===== config.mk =====
export PLATFORM = sky130hd
export DESIGN_NAME = dio_top
export DESIGN_NICKNAME = d
export VERILOG_FILES = /design/src/hw/dio_pkg.sv /design/src/hw/dio_sync.sv /design/src/hw/dio_top.sv
export SDC_FILE = /design/constraint.sdc
export NUM_CORES = 1
export LEC_CHECK = 0
export ABC_AREA = 1
export BUFFER_PORTS_ARGS = -buffer_cell sky130_fd_sc_hd__buf_4
export CORE_MARGIN = 4
export CORE_UTILIZATION = 40
export CTS_BUF_LIST = sky130_fd_sc_hd__clkbuf_2 sky130_fd_sc_hd__clkbuf_4 sky130_fd_sc_hd__clkbuf_8
export DETAILED_ROUTE_END_ITERATION = 6
export GPL_ROUTABILITY_DRIVEN = 0
export MAX_ROUTING_LAYER = met4
export PLACE_DENSITY = 0.66
export SLEW_MARGIN = 20
export SYNTH_ARGS = -nofsm -noshare
export SYNTH_HDL_FRONTEND = slang
export SYNTH_SLANG_ARGS = --single-unit

===== constraint.sdc =====
create_clock -name SYS_CLK_I -period 4.6 [get_ports SYS_CLK_I]
set_input_delay 0.46 -clock SYS_CLK_I [delete_from_list [all_inputs] [get_ports SYS_CLK_I]]
set_output_delay 0.46 -clock SYS_CLK_I [all_outputs]
set_load 0.02 [all_outputs]

===== src/hw/dio_pkg.sv =====
// Package with register map, field positions and timing constants of the digital I/O block.
package dio_pkg;

  // Register indices on the plain register port.
  localparam logic [3:0] DIO_BIDIR_DIR   = 4'h0;
  localparam logic [3:0] DIO_BIDIR_OUT   = 4'h1;
  localparam logic [3:0] DIO_BIDIR_IN    = 4'h2;
  localparam logic [3:0] DIO_DED_OUT     = 4'h3;
  localparam logic [3:0] DIO_OVL_STAT    = 4'h4;
  localparam logic [3:0] DIO_INPUTS      = 4'h5;
  localparam logic [3:0] DIO_CNT0        = 4'h6;
  localparam logic [3:0] DIO_CNT1        = 4'h7;
  localparam logic [3:0] DIO_ENC_POS     = 4'h8;
  localparam logic [3:0] DIO_ENC_CTRL    = 4'h9;
  localparam logic [3:0] DIO_IRQ_STAT    = 4'ha;
  localparam logic [3:0] DIO_IRQ_MASK    = 4'hb;
  localparam logic [3:0] DIO_CNT_CLR     = 4'hc;

  // Overload and fault status field positions.
  localparam int OVL_BIDIR_BIT  = 0;
  localparam int OVL_DED_BIT    = 1;
  localparam int OVL_FAULT_BIT  = 2;

  // Clear register field positions.
  localparam int CLR_CNT0_BIT   = 0;
  localparam int CLR_CNT1_BIT   = 1;
  localparam int CLR_ENC_BIT    = 2;

  // Interrupt status field positions.
  localparam int IRQ_IN4_BIT    = 0;
  localparam int IRQ_IN5_BIT    = 1;
  localparam int IRQ_OVL_B_BIT  = 2;
  localparam int IRQ_OVL_D_BIT  = 3;
  localparam int IRQ_ZERO_BIT   = 4;
  localparam int IRQ_WIDTH      = 5;

  // Encoder control field positions.
  localparam int ENC_ZERO_EN_BIT = 0;

  // Input pin roles.
  localparam int IN_CNT0   = 0;
  localparam int IN_DIR0   = 1;
  localparam int IN_CNT1   = 2;
  localparam int IN_DIR1   = 3;
  localparam int IN_INT0   = 4;
  localparam int IN_INT1   = 5;
  localparam int IN_ENC_A  = 6;
  localparam int IN_ENC_B  = 7;
  localparam int IN_ENC_N  = 8;
  localparam int IN_ENC_NA = 9;

  // Reset values: every bidirectional channel starts as an output.
  localparam logic [7:0] BIDIR_DIR_RST = 8'hff;
  localparam logic [7:0] OUT_RST       = 8'h00;

  // Clock rate and highest counting rate.
  localparam int CLK_KHZ       = 125000;
  localparam int CNT_MAX_KHZ   = 50;
  localparam int CNT_MIN_CYC   = CLK_KHZ / CNT_MAX_KHZ;

endpackage : dio_pkg


===== src/hw/dio_sync.sv =====
// Two-stage synchroniser for a bus of asynchronous pin inputs.
module dio_sync #(
  parameter int WIDTH = 10
) (
  input  wire logic             clk_i,
  input  wire logic             srst_i,
  input  wire logic [WIDTH-1:0] async_i,
  output logic      [WIDTH-1:0] sync_o
);

  logic [WIDTH-1:0] meta_q;
  logic [WIDTH-1:0] sync_q;

  // The first stage feeds only the second stage.
  always_ff @(posedge clk_i)
  begin
    if (srst_i)
    begin
      meta_q <= '0;
      sync_q <= '0;
    end
    else
    begin
      meta_q <= async_i;
      sync_q <= meta_q;
    end
  end

  assign sync_o = sync_q;

endmodule // dio_sync


===== src/hw/dio_top.sv =====
// Digital I/O block with bidirectional channels, dedicated outputs, counters and encoder.
//
// What this block does
// - After reset all eight bidirectional channels drive as outputs.
// - Software selects input or output direction for each bidirectional channel.
// - Overload on any driven bidirectional channel switches off that whole group.
// - Overload on any dedicated output switches off all eight dedicated outputs.
// - Overload per output group is latched and readable by software.
// - Driver short-circuit or reverse-polarity faults are reported as a fault condition.
// - Ten dedicated inputs are readable; some also serve special functions.
// - Two independent counters count pulses up to 50 kHz each.
// - Input 1 sets counter 0 direction, input 3 sets counter 1 direction.
// - Inputs 4 and 5 can each raise an interrupt to software.
// - Encoder uses inputs 6, 7 as A, B, 8 as zero mark, 9 as qualifier.
//
// The implementer's own choices: strobed register access and the register addresses.
module dio_top
  import dio_pkg::*;
#(
  parameter int CNT_W = 32
) (
  input  wire logic        SYS_CLK_I,
  input  wire logic        SRST_I,
  input  wire logic [3:0]  REG_ADDR_I,
  input  wire logic [31:0] REG_WDATA_I,
  input  wire logic        REG_WR_I,
  input  wire logic        REG_RD_I,
  output logic      [31:0] REG_RDATA_O,
  input  wire logic [7:0]  BIDIR_CHANNELS_I,
  output logic      [7:0]  BIDIR_CHANNELS_O,
  output logic      [7:0]  BIDIR_CHANNELS_OE_O,
  input  wire logic [7:0]  BIDIR_OVERLOAD_I,
  output logic      [7:0]  DEDICATED_OUTPUTS_O,
  input  wire logic [7:0]  DEDICATED_OVERLOAD_I,
  input  wire logic        DEDICATED_FAULT_I,
  input  wire logic [9:0]  DIG_IN_I,
  output logic             IRQ_O
);

  // Elaboration check: a counter needs two bits at least and must fit one read word.
  if (CNT_W < 2 || CNT_W > 32)
  begin : g_cnt_w_check
    $error("CNT_W must lie between 2 and 32.");
  end

  // Synchronised copies of all pin inputs.
  // Every pin passes two flip-flops, so an edge seen below lags its pin by two clocks.
  // The pins are slow field signals, so this latency costs nothing at the counting rate.
  logic [9:0] din_s;
  logic [7:0] bin_s;
  logic [7:0] bovl_s;
  logic [7:0] dovl_s;
  logic       dflt_s;
  logic [9:0] din_prev_q;

  dio_sync #(.WIDTH(10)) u_sync_din (
    .clk_i   (SYS_CLK_I),
    .srst_i  (SRST_I),
    .async_i (DIG_IN_I),
    .sync_o  (din_s)
  );

  dio_sync #(.WIDTH(25)) u_sync_misc (
    .clk_i   (SYS_CLK_I),
    .srst_i  (SRST_I),
    .async_i ({DEDICATED_FAULT_I, DEDICATED_OVERLOAD_I, BIDIR_OVERLOAD_I, BIDIR_CHANNELS_I}),
    .sync_o  ({dflt_s, dovl_s, bovl_s, bin_s})
  );

  // Software registers.
  logic [7:0]           dir_q;
  logic [7:0]           bout_q;
  logic [7:0]           dout_q;
  logic [1:0]           ovl_q;
  logic                 fault_q;
  logic [IRQ_WIDTH-1:0] irq_stat_q;
  logic [IRQ_WIDTH-1:0] irq_mask_q;
  logic                 zero_en_q;
  logic [CNT_W-1:0]     cnt0_q;
  logic [CNT_W-1:0]     cnt1_q;
  logic [31:0]          enc_q;
  logic [31:0]          rdata_q;
  logic [1:0]           quad_q;

  // Address decode.
  wire wr_dir  = REG_WR_I && (REG_ADDR_I == DIO_BIDIR_DIR);
  wire wr_bout = REG_WR_I && (REG_ADDR_I == DIO_BIDIR_OUT);
  wire wr_dout = REG_WR_I && (REG_ADDR_I == DIO_DED_OUT);
  wire wr_ovl  = REG_WR_I && (REG_ADDR_I == DIO_OVL_STAT);
  wire wr_encc = REG_WR_I && (REG_ADDR_I == DIO_ENC_CTRL);
  wire wr_ists = REG_WR_I && (REG_ADDR_I == DIO_IRQ_STAT);
  wire wr_imsk = REG_WR_I && (REG_ADDR_I == DIO_IRQ_MASK);
  wire wr_cclr = REG_WR_I && (REG_ADDR_I == DIO_CNT_CLR);

  // Write-one-to-clear strobes, one for each field of the overload register.
  wire clr_ovl_b = wr_ovl && REG_WDATA_I[OVL_BIDIR_BIT];
  wire clr_ovl_d = wr_ovl && REG_WDATA_I[OVL_DED_BIT];
  wire clr_fault = wr_ovl && REG_WDATA_I[OVL_FAULT_BIT];

  // Clear strobes of the counter clear register; several may be set in one write.
  wire clr_cnt0  = wr_cclr && REG_WDATA_I[CLR_CNT0_BIT];
  wire clr_cnt1  = wr_cclr && REG_WDATA_I[CLR_CNT1_BIT];
  wire clr_enc   = wr_cclr && REG_WDATA_I[CLR_ENC_BIT];

  // Interrupt status bits that software writes back as ones to clear them.
  wire [IRQ_WIDTH-1:0] irq_clr = {IRQ_WIDTH{wr_ists}} & REG_WDATA_I[IRQ_WIDTH-1:0];

  // Edge detection on synchronised inputs, no filtering applied.
  // A bouncing contact therefore counts every bounce; filtering is left to software.
  wire [9:0] rise = din_s & ~din_prev_q;

  // group overload
  // Overload is only seen on channels that are currently driven.
  // An overload report on an input channel is ignored, since no driver is on there.
  wire bidir_ovl_ev = |(bovl_s & dir_q);
  wire ded_ovl_ev   = |dovl_s;

  // counting direction
  // Down when the direction input is high, up when low.
  // Both counters share this step, so both read their own direction input with the same polarity.
  function automatic logic [CNT_W-1:0] step(input logic [CNT_W-1:0] v, input logic dn);
    step = dn ? v - CNT_W'(1) : v + CNT_W'(1);
  endfunction

  // quadrature decode
  // Gray-sequence step: +1 forward, -1 reverse, 0 for none or illegal jumps.
  // A jump across two states means a missed step; it is dropped rather than guessed.
  wire [1:0] quad_now = {din_s[IN_ENC_A], din_s[IN_ENC_B]};
  wire       enc_fwd  = (quad_q == 2'h0 && quad_now == 2'h2) ||
                        (quad_q == 2'h2 && quad_now == 2'h3) ||
                        (quad_q == 2'h3 && quad_now == 2'h1) ||
                        (quad_q == 2'h1 && quad_now == 2'h0);
  wire       enc_rev  = (quad_q == 2'h0 && quad_now == 2'h1) ||
                        (quad_q == 2'h1 && quad_now == 2'h3) ||
                        (quad_q == 2'h3 && quad_now == 2'h2) ||
                        (quad_q == 2'h2 && quad_now == 2'h0);
  // zero mark
  // Zero mark resets position only when the qualifier input is high and enabled.
  wire       enc_zero = zero_en_q && rise[IN_ENC_N] && din_s[IN_ENC_NA];

  // interrupt events
  // Hardware-set events, collected into the sticky status.
  // Overload events fire once, in the cycle in which the group flag first sets.
  logic [IRQ_WIDTH-1:0] irq_ev;
  always_comb
  begin
    irq_ev                = '0;
    irq_ev[IRQ_IN4_BIT]   = rise[IN_INT0];
    irq_ev[IRQ_IN5_BIT]   = rise[IN_INT1];
    irq_ev[IRQ_OVL_B_BIT] = bidir_ovl_ev & ~ovl_q[OVL_BIDIR_BIT];
    irq_ev[IRQ_OVL_D_BIT] = ded_ovl_ev & ~ovl_q[OVL_DED_BIT];
    irq_ev[IRQ_ZERO_BIT]  = enc_zero;
  end

  // direction select
  // Direction and output values; reset makes every channel a driven output.
  // A channel switched to input stops driving at the next clock edge.
  always_ff @(posedge SYS_CLK_I)
  begin
    if (SRST_I)
    begin
      dir_q  <= BIDIR_DIR_RST;
      bout_q <= OUT_RST;
      dout_q <= OUT_RST;
    end
    else
    begin
      if (wr_dir)
        dir_q <= REG_WDATA_I[7:0];
      if (wr_bout)
        bout_q <= REG_WDATA_I[7:0];
      if (wr_dout)
        dout_q <= REG_WDATA_I[7:0];
    end
  end

  // driver fault
  // Next overload and fault flags; a new event wins over a clear in the same cycle.
  // The events are levels, so a clear only sticks once the cause has gone away.
  logic [1:0] ovl_d;
  always_comb
  begin
    ovl_d                = ovl_q;
    ovl_d[OVL_BIDIR_BIT] = bidir_ovl_ev | (ovl_q[OVL_BIDIR_BIT] & ~clr_ovl_b);
    ovl_d[OVL_DED_BIT]   = ded_ovl_ev | (ovl_q[OVL_DED_BIT] & ~clr_ovl_d);
  end

  wire fault_d = dflt_s | (fault_q & ~clr_fault);

  // Overload and fault flags are sticky until software clears them.
  always_ff @(posedge SYS_CLK_I)
  begin
    if (SRST_I)
    begin
      ovl_q   <= 2'h0;
      fault_q <= 1'b0;
    end
    else
    begin
      ovl_q   <= ovl_d;
      fault_q <= fault_d;
    end
  end

  // group shutdown
  // A latched overload holds its whole group off until software clears it.
  // A driver fault blanks the dedicated group in the same way as an overload.
  assign BIDIR_CHANNELS_O    = ovl_q[OVL_BIDIR_BIT] ? 8'h00 : (bout_q & dir_q);
  assign BIDIR_CHANNELS_OE_O = ovl_q[OVL_BIDIR_BIT] ? 8'h00 : dir_q;
  assign DEDICATED_OUTPUTS_O = (ovl_q[OVL_DED_BIT] | fault_q) ? 8'h00 : dout_q;

  // paired direction
  // Each count edge steps its counter, direction taken from the paired input.
  // A clear wins over a count edge in the same cycle; the counters wrap silently,
  // so software must read them often enough to tell a wrap from a jump.
  wire [CNT_W-1:0] cnt0_d = clr_cnt0      ? {CNT_W{1'b0}} :
                            rise[IN_CNT0] ? step(cnt0_q, din_s[IN_DIR0]) : cnt0_q;
  wire [CNT_W-1:0] cnt1_d = clr_cnt1      ? {CNT_W{1'b0}} :
                            rise[IN_CNT1] ? step(cnt1_q, din_s[IN_DIR1]) : cnt1_q;

  // Counter registers.
  always_ff @(posedge SYS_CLK_I)
  begin
    if (SRST_I)
    begin
      cnt0_q <= '0;
      cnt1_q <= '0;
    end
    else
    begin
      cnt0_q <= cnt0_d;
      cnt1_q <= cnt1_d;
    end
  end

  // encoder position
  // Next position; the zero mark or a clear wins over a quadrature step.
  // The position wraps silently at the ends of its 32-bit range.
  wire [31:0] enc_d = (enc_zero || clr_enc) ? 32'h0 :
                      enc_fwd               ? enc_q + 32'h1 :
                      enc_rev               ? enc_q - 32'h1 : enc_q;

  // Encoder position follows the quadrature steps.
  // The previous pin copies reset to the idle level so that no false edge follows reset.
  always_ff @(posedge SYS_CLK_I)
  begin
    if (SRST_I)
    begin
      enc_q      <= '0;
      quad_q     <= 2'h0;
      zero_en_q  <= 1'b0;
      din_prev_q <= '0;
    end
    else
    begin
      quad_q     <= quad_now;
      din_prev_q <= din_s;
      if (wr_encc)
        zero_en_q <= REG_WDATA_I[ENC_ZERO_EN_BIT];
      enc_q      <= enc_d;
    end
  end

  // interrupt status
  // Next status; an event in the cycle of its clear keeps the bit set.
  wire [IRQ_WIDTH-1:0] irq_stat_d = irq_ev | (irq_stat_q & ~irq_clr);

  // Sticky status, write one to clear, set wins over clear.
  always_ff @(posedge SYS_CLK_I)
  begin
    if (SRST_I)
    begin
      irq_stat_q <= '0;
      irq_mask_q <= '0;
    end
    else
    begin
      irq_stat_q <= irq_stat_d;
      if (wr_imsk)
        irq_mask_q <= REG_WDATA_I[IRQ_WIDTH-1:0];
    end
  end

  // The level output follows status and mask with no further delay.
  assign IRQ_O = |(irq_stat_q & irq_mask_q);

  // input readback
  // Read multiplexer; unmapped addresses read zero.
  logic [31:0] rd_mux;
  always_comb
  begin
    rd_mux = 32'h0;
    unique case (REG_ADDR_I)
      DIO_BIDIR_DIR: rd_mux = {24'h0, dir_q};
      DIO_BIDIR_OUT: rd_mux = {24'h0, bout_q};
      DIO_BIDIR_IN:  rd_mux = {24'h0, bin_s};
      DIO_DED_OUT:   rd_mux = {24'h0, dout_q};
      DIO_OVL_STAT:  rd_mux = {29'h0, fault_q, ovl_q};
      DIO_INPUTS:    rd_mux = {22'h0, din_s};
      DIO_CNT0:      rd_mux = 32'(cnt0_q);
      DIO_CNT1:      rd_mux = 32'(cnt1_q);
      DIO_ENC_POS:   rd_mux = enc_q;
      DIO_ENC_CTRL:  rd_mux = {31'h0, zero_en_q};
      DIO_IRQ_STAT:  rd_mux = {27'h0, irq_stat_q};
      DIO_IRQ_MASK:  rd_mux = {27'h0, irq_mask_q};
      default:       rd_mux = 32'h0;
    endcase
  end

  // Read data stand one cycle after the read strobe and only then.
  // Zero outside the answer cycle lets several slaves share one read bus by an OR.
  always_ff @(posedge SYS_CLK_I)
  begin
    if (SRST_I)
      rdata_q <= 32'h0;
    else
      rdata_q <= REG_RD_I ? rd_mux : 32'h0;
  end

  assign REG_RDATA_O = rdata_q;

endmodule // dio_top


==> results.py, run 1 <==
metrics = {
    "outcome": {
        "status": "finished, final reports clean",
    },
    "worst_hold_path": {
        "holdPathStages": 3,
        "hold_class": "input port to register",
        "min_to": "u_sync_misc.meta_q[14]$_SDFF_PP0_",
        "hp-start": "BIDIR_OVERLOAD_I[6]",
    },
    "placed_design": {
        "port_buffers": 107,
        "dp_hpwl_um": 34100,
        "place_ws_ns": 1.74,
        "dp.cells": 3113,
    },
    "logic_synthesis": {
        "ys_seq_area_share_pct": 31.1,
        "synth_warnings": 0,
        "async_reset_ff_share_pct": 0,
        "syn-num-nets": 2702,
        "ys_ff_latch": 243,
        "synth-simple-area-share_pct": 30.2,
        "synth_cells": 2534,
        "syn_area_per_cell_um2": 6.17,
        "synth_edf_count": 0,
        "yosys-top-cells-area": "dfxtp_1, nand2_1, inv_1",
        "synth_xor_xnor_area_share_pct": 2.52,
        "synth_top_family_by_area": "simple AND/OR/NAND/NOR gates",
        "synth_compound_area_share_pct": 14.0,
        "synth.area.mux_share_pct": 0,
        "yosysUniqueCellTypes": 46,
        "synth_top_area_cell": "dfxtp_1",
        "synth_top_flop_cell": "dfxtp_1",
        "synth-adder-area-share_pct": 7.58,
        "syn_area_um2": 15600,
        "synth_top_cell_area_share_pct": 31.1,
    },
    "setup_path": {
        "cpMostUsedCell": "nand2_1",
        "cp_slowest_cell": "inv_2",
        "crit_fanout": 32,
        "r2r_start": "u_sync_din.sync_o[7]$_SDFF_PP0_",
        "crit_type": "register to register",
        "startpoint_type": "register",
        "rrSetupSlack_ns": 1.66,
        "cp_cell_sequence": "xor2_1, nor2_1, inv_2, ha_1, a21oi_1, nor2_1, nor2_1, nand3_1, nand2_1, nand2_1, nand2_1, nand3_1, nand2_1, inv_1",
        "critPathRequiredTime_ns": 5.07,
        "ff2ff_path_depth": 14,
        "r2r_end": "enc_q[28]$_SDFFE_PP0P_",
        "cp-end-kind": "register",
        "cp.arrival_ns": 3.41,
        "cpPeakStageDelay_ns": 0.49,
    },
    "grt": {
        "grt_pass1_wl_um": 72700,
        "grt_max_degree": 77,
        "track_usage_pct": 21.6,
        "gr-total-overflow": 0,
        "grt_pass1_vias": 14700,
        "antenna_found_initial": 0,
    },
    "final_layout": {
        "drive_gt1_share_pct": 8.22,
        "final_cell_mix": "nand2_1, inv_1, nor2_1",
        "n_antenna_cell": 0,
        "instances_no_fill": 3193,
        "area_growth_pct": 14.7,
        "nets": 2809,
        "final_common_cell": "nand2_1",
    },
    "die": {
        "top_level_ports": 132,
        "core_um2": 38600,
        "die_w_um": 206,
        "die_y_um": 206,
        "start_util_pct": 40.5,
        "rows": 72,
        "dieArea_um2": 42300,
    },
    "sta": {
        "fin_worst_skew_ns": 0.0446,
        "rsz0062_at_grt": "false",
        "final-hold-violation-count": 0,
        "fin_crit_sh_pct": 64.0,
        "tightest_slew_ns": 1.03,
        "period_needed_ns": 2.94,
        "fmax_ghz": 0.340,
        "relSlewSlack_pct": 30.6,
        "slew_viol_final": 0,
        "worst_slack_ns": 1.66,
        "final.setup.tns_ns": 0,
        "setup_viol": 0,
    },
    "clocking": {
        "clk_pin_slew_worst_paths_ns": 0.06,
        "post_cts_buffers": 0,
        "holdBufCountCts": 0,
        "clockBufferDepth": 3,
        "cts_made_buffers": 44,
        "clk_latency_ns": 0.61,
        "cts.sink_count": 243,
        "h-tree-depth": 2,
        "cts_resized": 0,
        "cts_tree": "done",
        "cts_root_buf": "clkbuf_8",
    },
    "run": {
        "maxCapViolations": 0,
    },
    "routing": {
        "firstDrtPassIters": 5,
        "routed_wl_um": 44800,
        "drt_iter0_markers": 1211,
        "vias_per_cell": 4.87,
        "wl_per_cell_um": 14.0,
        "num_vias": 15500,
        "ant_nets": 0,
        "drc": 0,
    },
    "power": {
        "peakVddDrop_v": 0.000259,
        "leakage_uw": 0.00975,
        "power.total_uw": 6240,
        "powerDensity_nw_per_um2": 348,
    },
}
==> kinds of logic after synthesis <==
family                     Yosys count
and+or+nand+nor                   1174
buffers and inverters              595
AOI/OAI and AO/OA                  384
DFF                                243
adders and majority gates           93
xor gates and xnor gates            45
==> cell usage after synthesis (8+ instances only) <==
master / instances
a31oi_1: 8
a221oi_1: 8
a21oi_1: 170
o21ai_1: 8
clkbuf_1: 25
inv_2: 9
ha_1: 90
o21ai_0: 108
nand4_1: 10
dfxtp_1: 243
o221ai_1: 12
xor2_1: 37
o211ai_1: 12
o21bai_1: 15
buf_2: 17
nand2_2: 8
o22ai_1: 23
nor3_1: 25
nand2_1: 658
xnor2_1: 8
nor2_1: 330
nand3_1: 122
inv_1: 535
==> flip-flops by register name (all words and copies together) (netlist names), 10 cells and up <==
signal / count
cnt0_q: 32
u_sync_din.meta_q: 10
enc_q: 32
u_sync_misc.sync_o: 25
u_sync_misc.meta_q: 25
u_sync_din.sync_o: 10
cnt1_q: 32
REG_RDATA_O: 32
==> routing by layer <==
| metal | part of all wire [%] | up-vias | track usage (%) | wire length (µm) |
|---|---|---|---|---|
| met5 | 0 | - | - | 0 |
| met4 | 4.6 | 0 | 9.77 | 2050 |
| met3 | 6.4 | 112 | 3.45 | 2870 |
| met2 | 44 | 496 | 33.8 | 19600 |
| met1 | 45 | 6840 | 27.7 | 20300 |
| li1 | - | 8096 | - | - |
==> power breakdown <==
group          leakage (µW)  total, µW  switching [µW]  internal [µW]
Combinational       0.00721       1500             992            512
Clock              0.000557       2440             981           1460
Sequential          0.00199       2300            79.3           2220
Total               0.00975       6240            2050           4190
==> cell type report <==
| type | count | area [µm²] |
|---|---|---|
| clock buffers | 59 | 774 |
| clock inverters | 21 | 287 |
| fillers | 4032 | 20700 |
| inverters | 544 | 2040 |
| multi-input cells | 1696 | 8490 |
| flip-flops and latches | 243 | 4860 |
| well taps | 518 | 648 |
| repair buffers | 112 | 841 |
==> worst max-delay path by stage <==
stage	endpoint	start	depth (start not counted)
final	enc_q[28]$_SDFFE_PP0P_	u_sync_din.sync_o[7]$_SDFF_PP0_	14
after global routing	enc_q[30]$_SDFFE_PP0P_	u_sync_din.sync_o[6]$_SDFF_PP0_	17
after CTS	enc_q[22]$_SDFFE_PP0P_	u_sync_din.sync_o[6]$_SDFF_PP0_	17
after detailed placement	enc_q[22]$_SDFFE_PP0P_	u_sync_din.sync_o[6]$_SDFF_PP0_	17
after global placement	enc_q[20]$_SDFFE_PP0P_	u_sync_din.sync_o[7]$_SDFF_PP0_	14
after floorplan	cnt1_q[30]$_SDFFE_PP0P_	u_sync_din.sync_o[3]$_SDFF_PP0_	14
==> critical path: cells and delay by family (launching register included) <==
kind | cells | cell delay, ns
and+or+nand+nor | 9 | 1.04
buffers and inverters | 2 | 0.52
adders and majority gates | 1 | 0.41
DFF | 1 | 0.35
AOI/OAI and AO/OA | 1 | 0.29
xor gates and xnor gates | 1 | 0.19
==> through the flow <==
stage | cell area (µm²) | util, % | hold WS, ns
finish | 17900 | 46.4 | 0.0478
detailed placement | 16900 | 43.7 | 0.392
floorplan | 15600 | - | 0.388
CTS | 17900 | 46.4 | 0.00357
global placement | 16900 | 43.7 | 0.389
global route | 17900 | 46.4 | 0.0362
Note: power is estimated with default switching activity, not from simulation.
==> run 2: changes to the inputs <==
Settings changed: ABC_AREA 1 to 0, PLACE_DENSITY 0.66 to 0.69.
Clock period 4.6 ns to 2.6 ns, I/O delays scaled along.
==> run 2 against run 1 <==
  * The flow now finishes with violations (DRC, setup timing)
  * Sequential cell count did not move
  * Routed wire length rose by 5.5%
  * Power rose by 110%
  * Sequential power rose by 85%
  * Register-to-register slack got worse by 2.0 ns
  * Highest routed layer unchanged
  * Area after synthesis fell by 11%
  * Critical endpoint is now enc_q[27]$_SDFFE_PP0P_
  * Clock skew fell by 0.017 ns
  * Non-clock buffer count rose by 309
  * Die area fell by 10%
==> results.py, run 2 <==
metrics = {
    "worst_hold_path": {
        "hold_class": "input port to register",
    },
    "sta": {
        "fin_hold_ws_ns": 0.0363,
        "period_needed_ns": 2.93,
        "fin_crit_sh_pct": 113,
        "fin_worst_skew_ns": 0.0280,
        "rsz0062_at_grt": "true",
        "slew_viol_final": 0,
        "final-hold-violation-count": 0,
        "worst_slack_ns": -0.327,
        "tightest_slew_ns": 0.989,
        "setup_viol": 34,
        "relSlewSlack_pct": 34.1,
        "fmax_ghz": 0.342,
    },
    "logic_synthesis": {
        "yosys-top-cells-area": "dfxtp_1, ha_1, a21oi_1",
        "synth_top_cell_area_share_pct": 34.9,
        "synth_cells": 1688,
        "syn_area_per_cell_um2": 8.27,
        "synth_top_flop_cell": "dfxtp_1",
        "syn_area_um2": 14000,
        "ys_seq_area_share_pct": 34.9,
        "synthTopCellsByCount": "dfxtp_1, nand2_1, a21oi_1",
        "ys_ff_latch": 243,
        "yosysMostFrequentCell": "dfxtp_1",
        "async_reset_ff_share_pct": 0,
        "synth_warnings": 0,
        "synth_edf_count": 0,
        "syn-num-nets": 1856,
        "yosysUniqueCellTypes": 77,
        "synth_top_area_cell": "dfxtp_1",
    },
    "die": {
        "dieArea_um2": 37900,
        "die_y_um": 195,
        "top_level_ports": 132,
        "start_util_pct": 40.5,
        "die_w_um": 195,
        "rows": 68,
        "core_um2": 34500,
    },
    "grt": {
        "grt_pass1_vias": 14000,
        "gr-total-overflow": 0,
        "antenna_found_initial": 0,
        "grt_pass1_wl_um": 72500,
        "track_usage_pct": 23.7,
        "grt_max_degree": 95,
    },
    "routing": {
        "ant_nets": 0,
        "drt_iter0_markers": 1268,
        "routed_wl_um": 47300,
        "vias_per_cell": 5.68,
        "firstDrtPassIters": 7,
        "num_vias": 14500,
        "wl_per_cell_um": 18.5,
        "drc": 3,
    },
    "setup_path": {
        "cp.arrival_ns": 3.42,
        "crit_type": "register to register",
        "critPathRequiredTime_ns": 3.10,
        "crit_fanout": 7,
        "startpoint_type": "register",
        "cp-end-kind": "register",
    },
    "clocking": {
        "cts.sink_count": 243,
        "h-tree-depth": 2,
        "clockBufferDepth": 3,
        "cts_tree": "done",
        "cts_root_buf": "clkbuf_8",
        "cts_made_buffers": 44,
        "clk_latency_ns": 0.60,
        "clk_pin_slew_worst_paths_ns": 0.07,
    },
    "outcome": {
        "violations": "DRC, setup timing",
        "status": "finished, violations left",
    },
    "placed_design": {
        "dp.cells": 2376,
        "place_ws_ns": -0.409,
        "port_buffers": 107,
        "dp_hpwl_um": 32400,
    },
    "run": {
        "maxCapViolations": 0,
    },
    "final_layout": {
        "seq_area_um2": 4880,
        "nets": 2230,
        "final_common_cell": "buf_4",
        "drive_gt1_share_pct": 31.7,
        "instances_no_fill": 2551,
        "fillCellCount": 2903,
        "multi_input_area_um2": 9950,
        "area_growth_pct": 43.1,
        "fin_util_pct": 57.9,
        "final_cell_mix": "buf_4, dfxtp_1, nand2_1",
        "n_antenna_cell": 0,
    },
    "power": {
        "powerDensity_nw_per_um2": 669,
        "peakVddDrop_v": 0.000451,
        "leakage_uw": 0.00849,
    },
}
-- run 2: changes by cell type after synthesis, sizes merged, moves of 21 or more --
cell | before | now
clkbuf | 25 | 77
a21o | 1 | 65
a22oi | 0 | 21
a222oi | 0 | 26
nand3 | 122 | 62
nand2 | 666 | 181
mux2i | 0 | 24
nor2b | 0 | 113
xnor2 | 8 | 37
o21ai | 116 | 81
nor2 | 334 | 130
inv | 544 | 24
-- run 2: per-stage QoR --
stage | TNS [ns] | total power [µW] | area (µm²)
floorplan | -0.930 | 6780 | 14300
global placement | -6.65 | 8230 | 16900
detailed placement | -8.34 | 8330 | 16900
CTS | -3.89 | 13000 | 19300
global route | -10.46 | 14000 | 20000
finish | -5.79 | 13400 | 20000
-- run 2: worst max-delay path, stage by stage, from the launching register on --
cell	delay, ns
dfxtp_2	0.33
xor2_2	0.19
or2_4	0.34
buf_6	0.14
ha_4	0.27
o211ai_1	0.11
o21ai_2	0.20
a31oi_4	0.13
o41a_1	0.49
a21oi_4	0.16
nor3_1	0.06
nor2_1	0.14
o21ai_1	0.07
a32o_1	0.20
-- run 2: logic make-up after synthesis --
group	synth area share (%)
buf+inv	3.33
simple gates	22.4
xor+xnor	4.52
compound gates	24.0
mux	2.47
fa+ha+maj	8.50
flops	34.9
-- run 2: final cells by class --
type                    instances  share of cell area [%]
clock buffers                  61                    3.95
clock inverters                19                    1.22
inverters                      24                   0.464
multi-input cells            1328                    49.8
flip-flops and latches        243                    24.4
well taps                     455                    2.85
repair buffers                421                    17.3
-- run 2: repair_timing --
item,in CTS,in global routing
hold buffers,40,0
pin swaps,103,77
buffers inserted,39,21
gates cloned,1,1
setup endpoints to repair,44,56
resized for setup,134,97
hold endpoints to repair,52,0
-- run 2: worst paths after layout --
path | start | to | slack [ns] | cells after the start
setup / recovery | din_prev_q[6]$_SDFF_PP0_ | enc_q[27]$_SDFFE_PP0P_ | -0.33 | 13
hold / removal | REG_WDATA_I[0] | zero_en_q$_SDFFE_PP0P_ | 0.04 | 3
hold reg to reg | u_sync_misc.meta_q[13]$_SDFF_PP0_ | u_sync_misc.sync_o[13]$_SDFF_PP0_ | 0.43 | 1
setup reg to reg | din_prev_q[6]$_SDFF_PP0_ | enc_q[27]$_SDFFE_PP0P_ | -0.33 | 13
-- run 2: power breakdown --
group	switching (µW)	leakage, µW	internal [µW]
combinational	2460	0.00597	2440
sequential	287	0.00199	3960
clock	1720	0.000533	2490
total	4460	0.00849	8890
-- run 2: metal layers --
metal	global-route usage, %	up-vias	part of all wire (%)
met5	-	-	0
met3	4.09	166	6.4
met2	37.5	598	46
li1	-	6892	-
met4	11.8	0	5.5
met1	29.3	6844	42
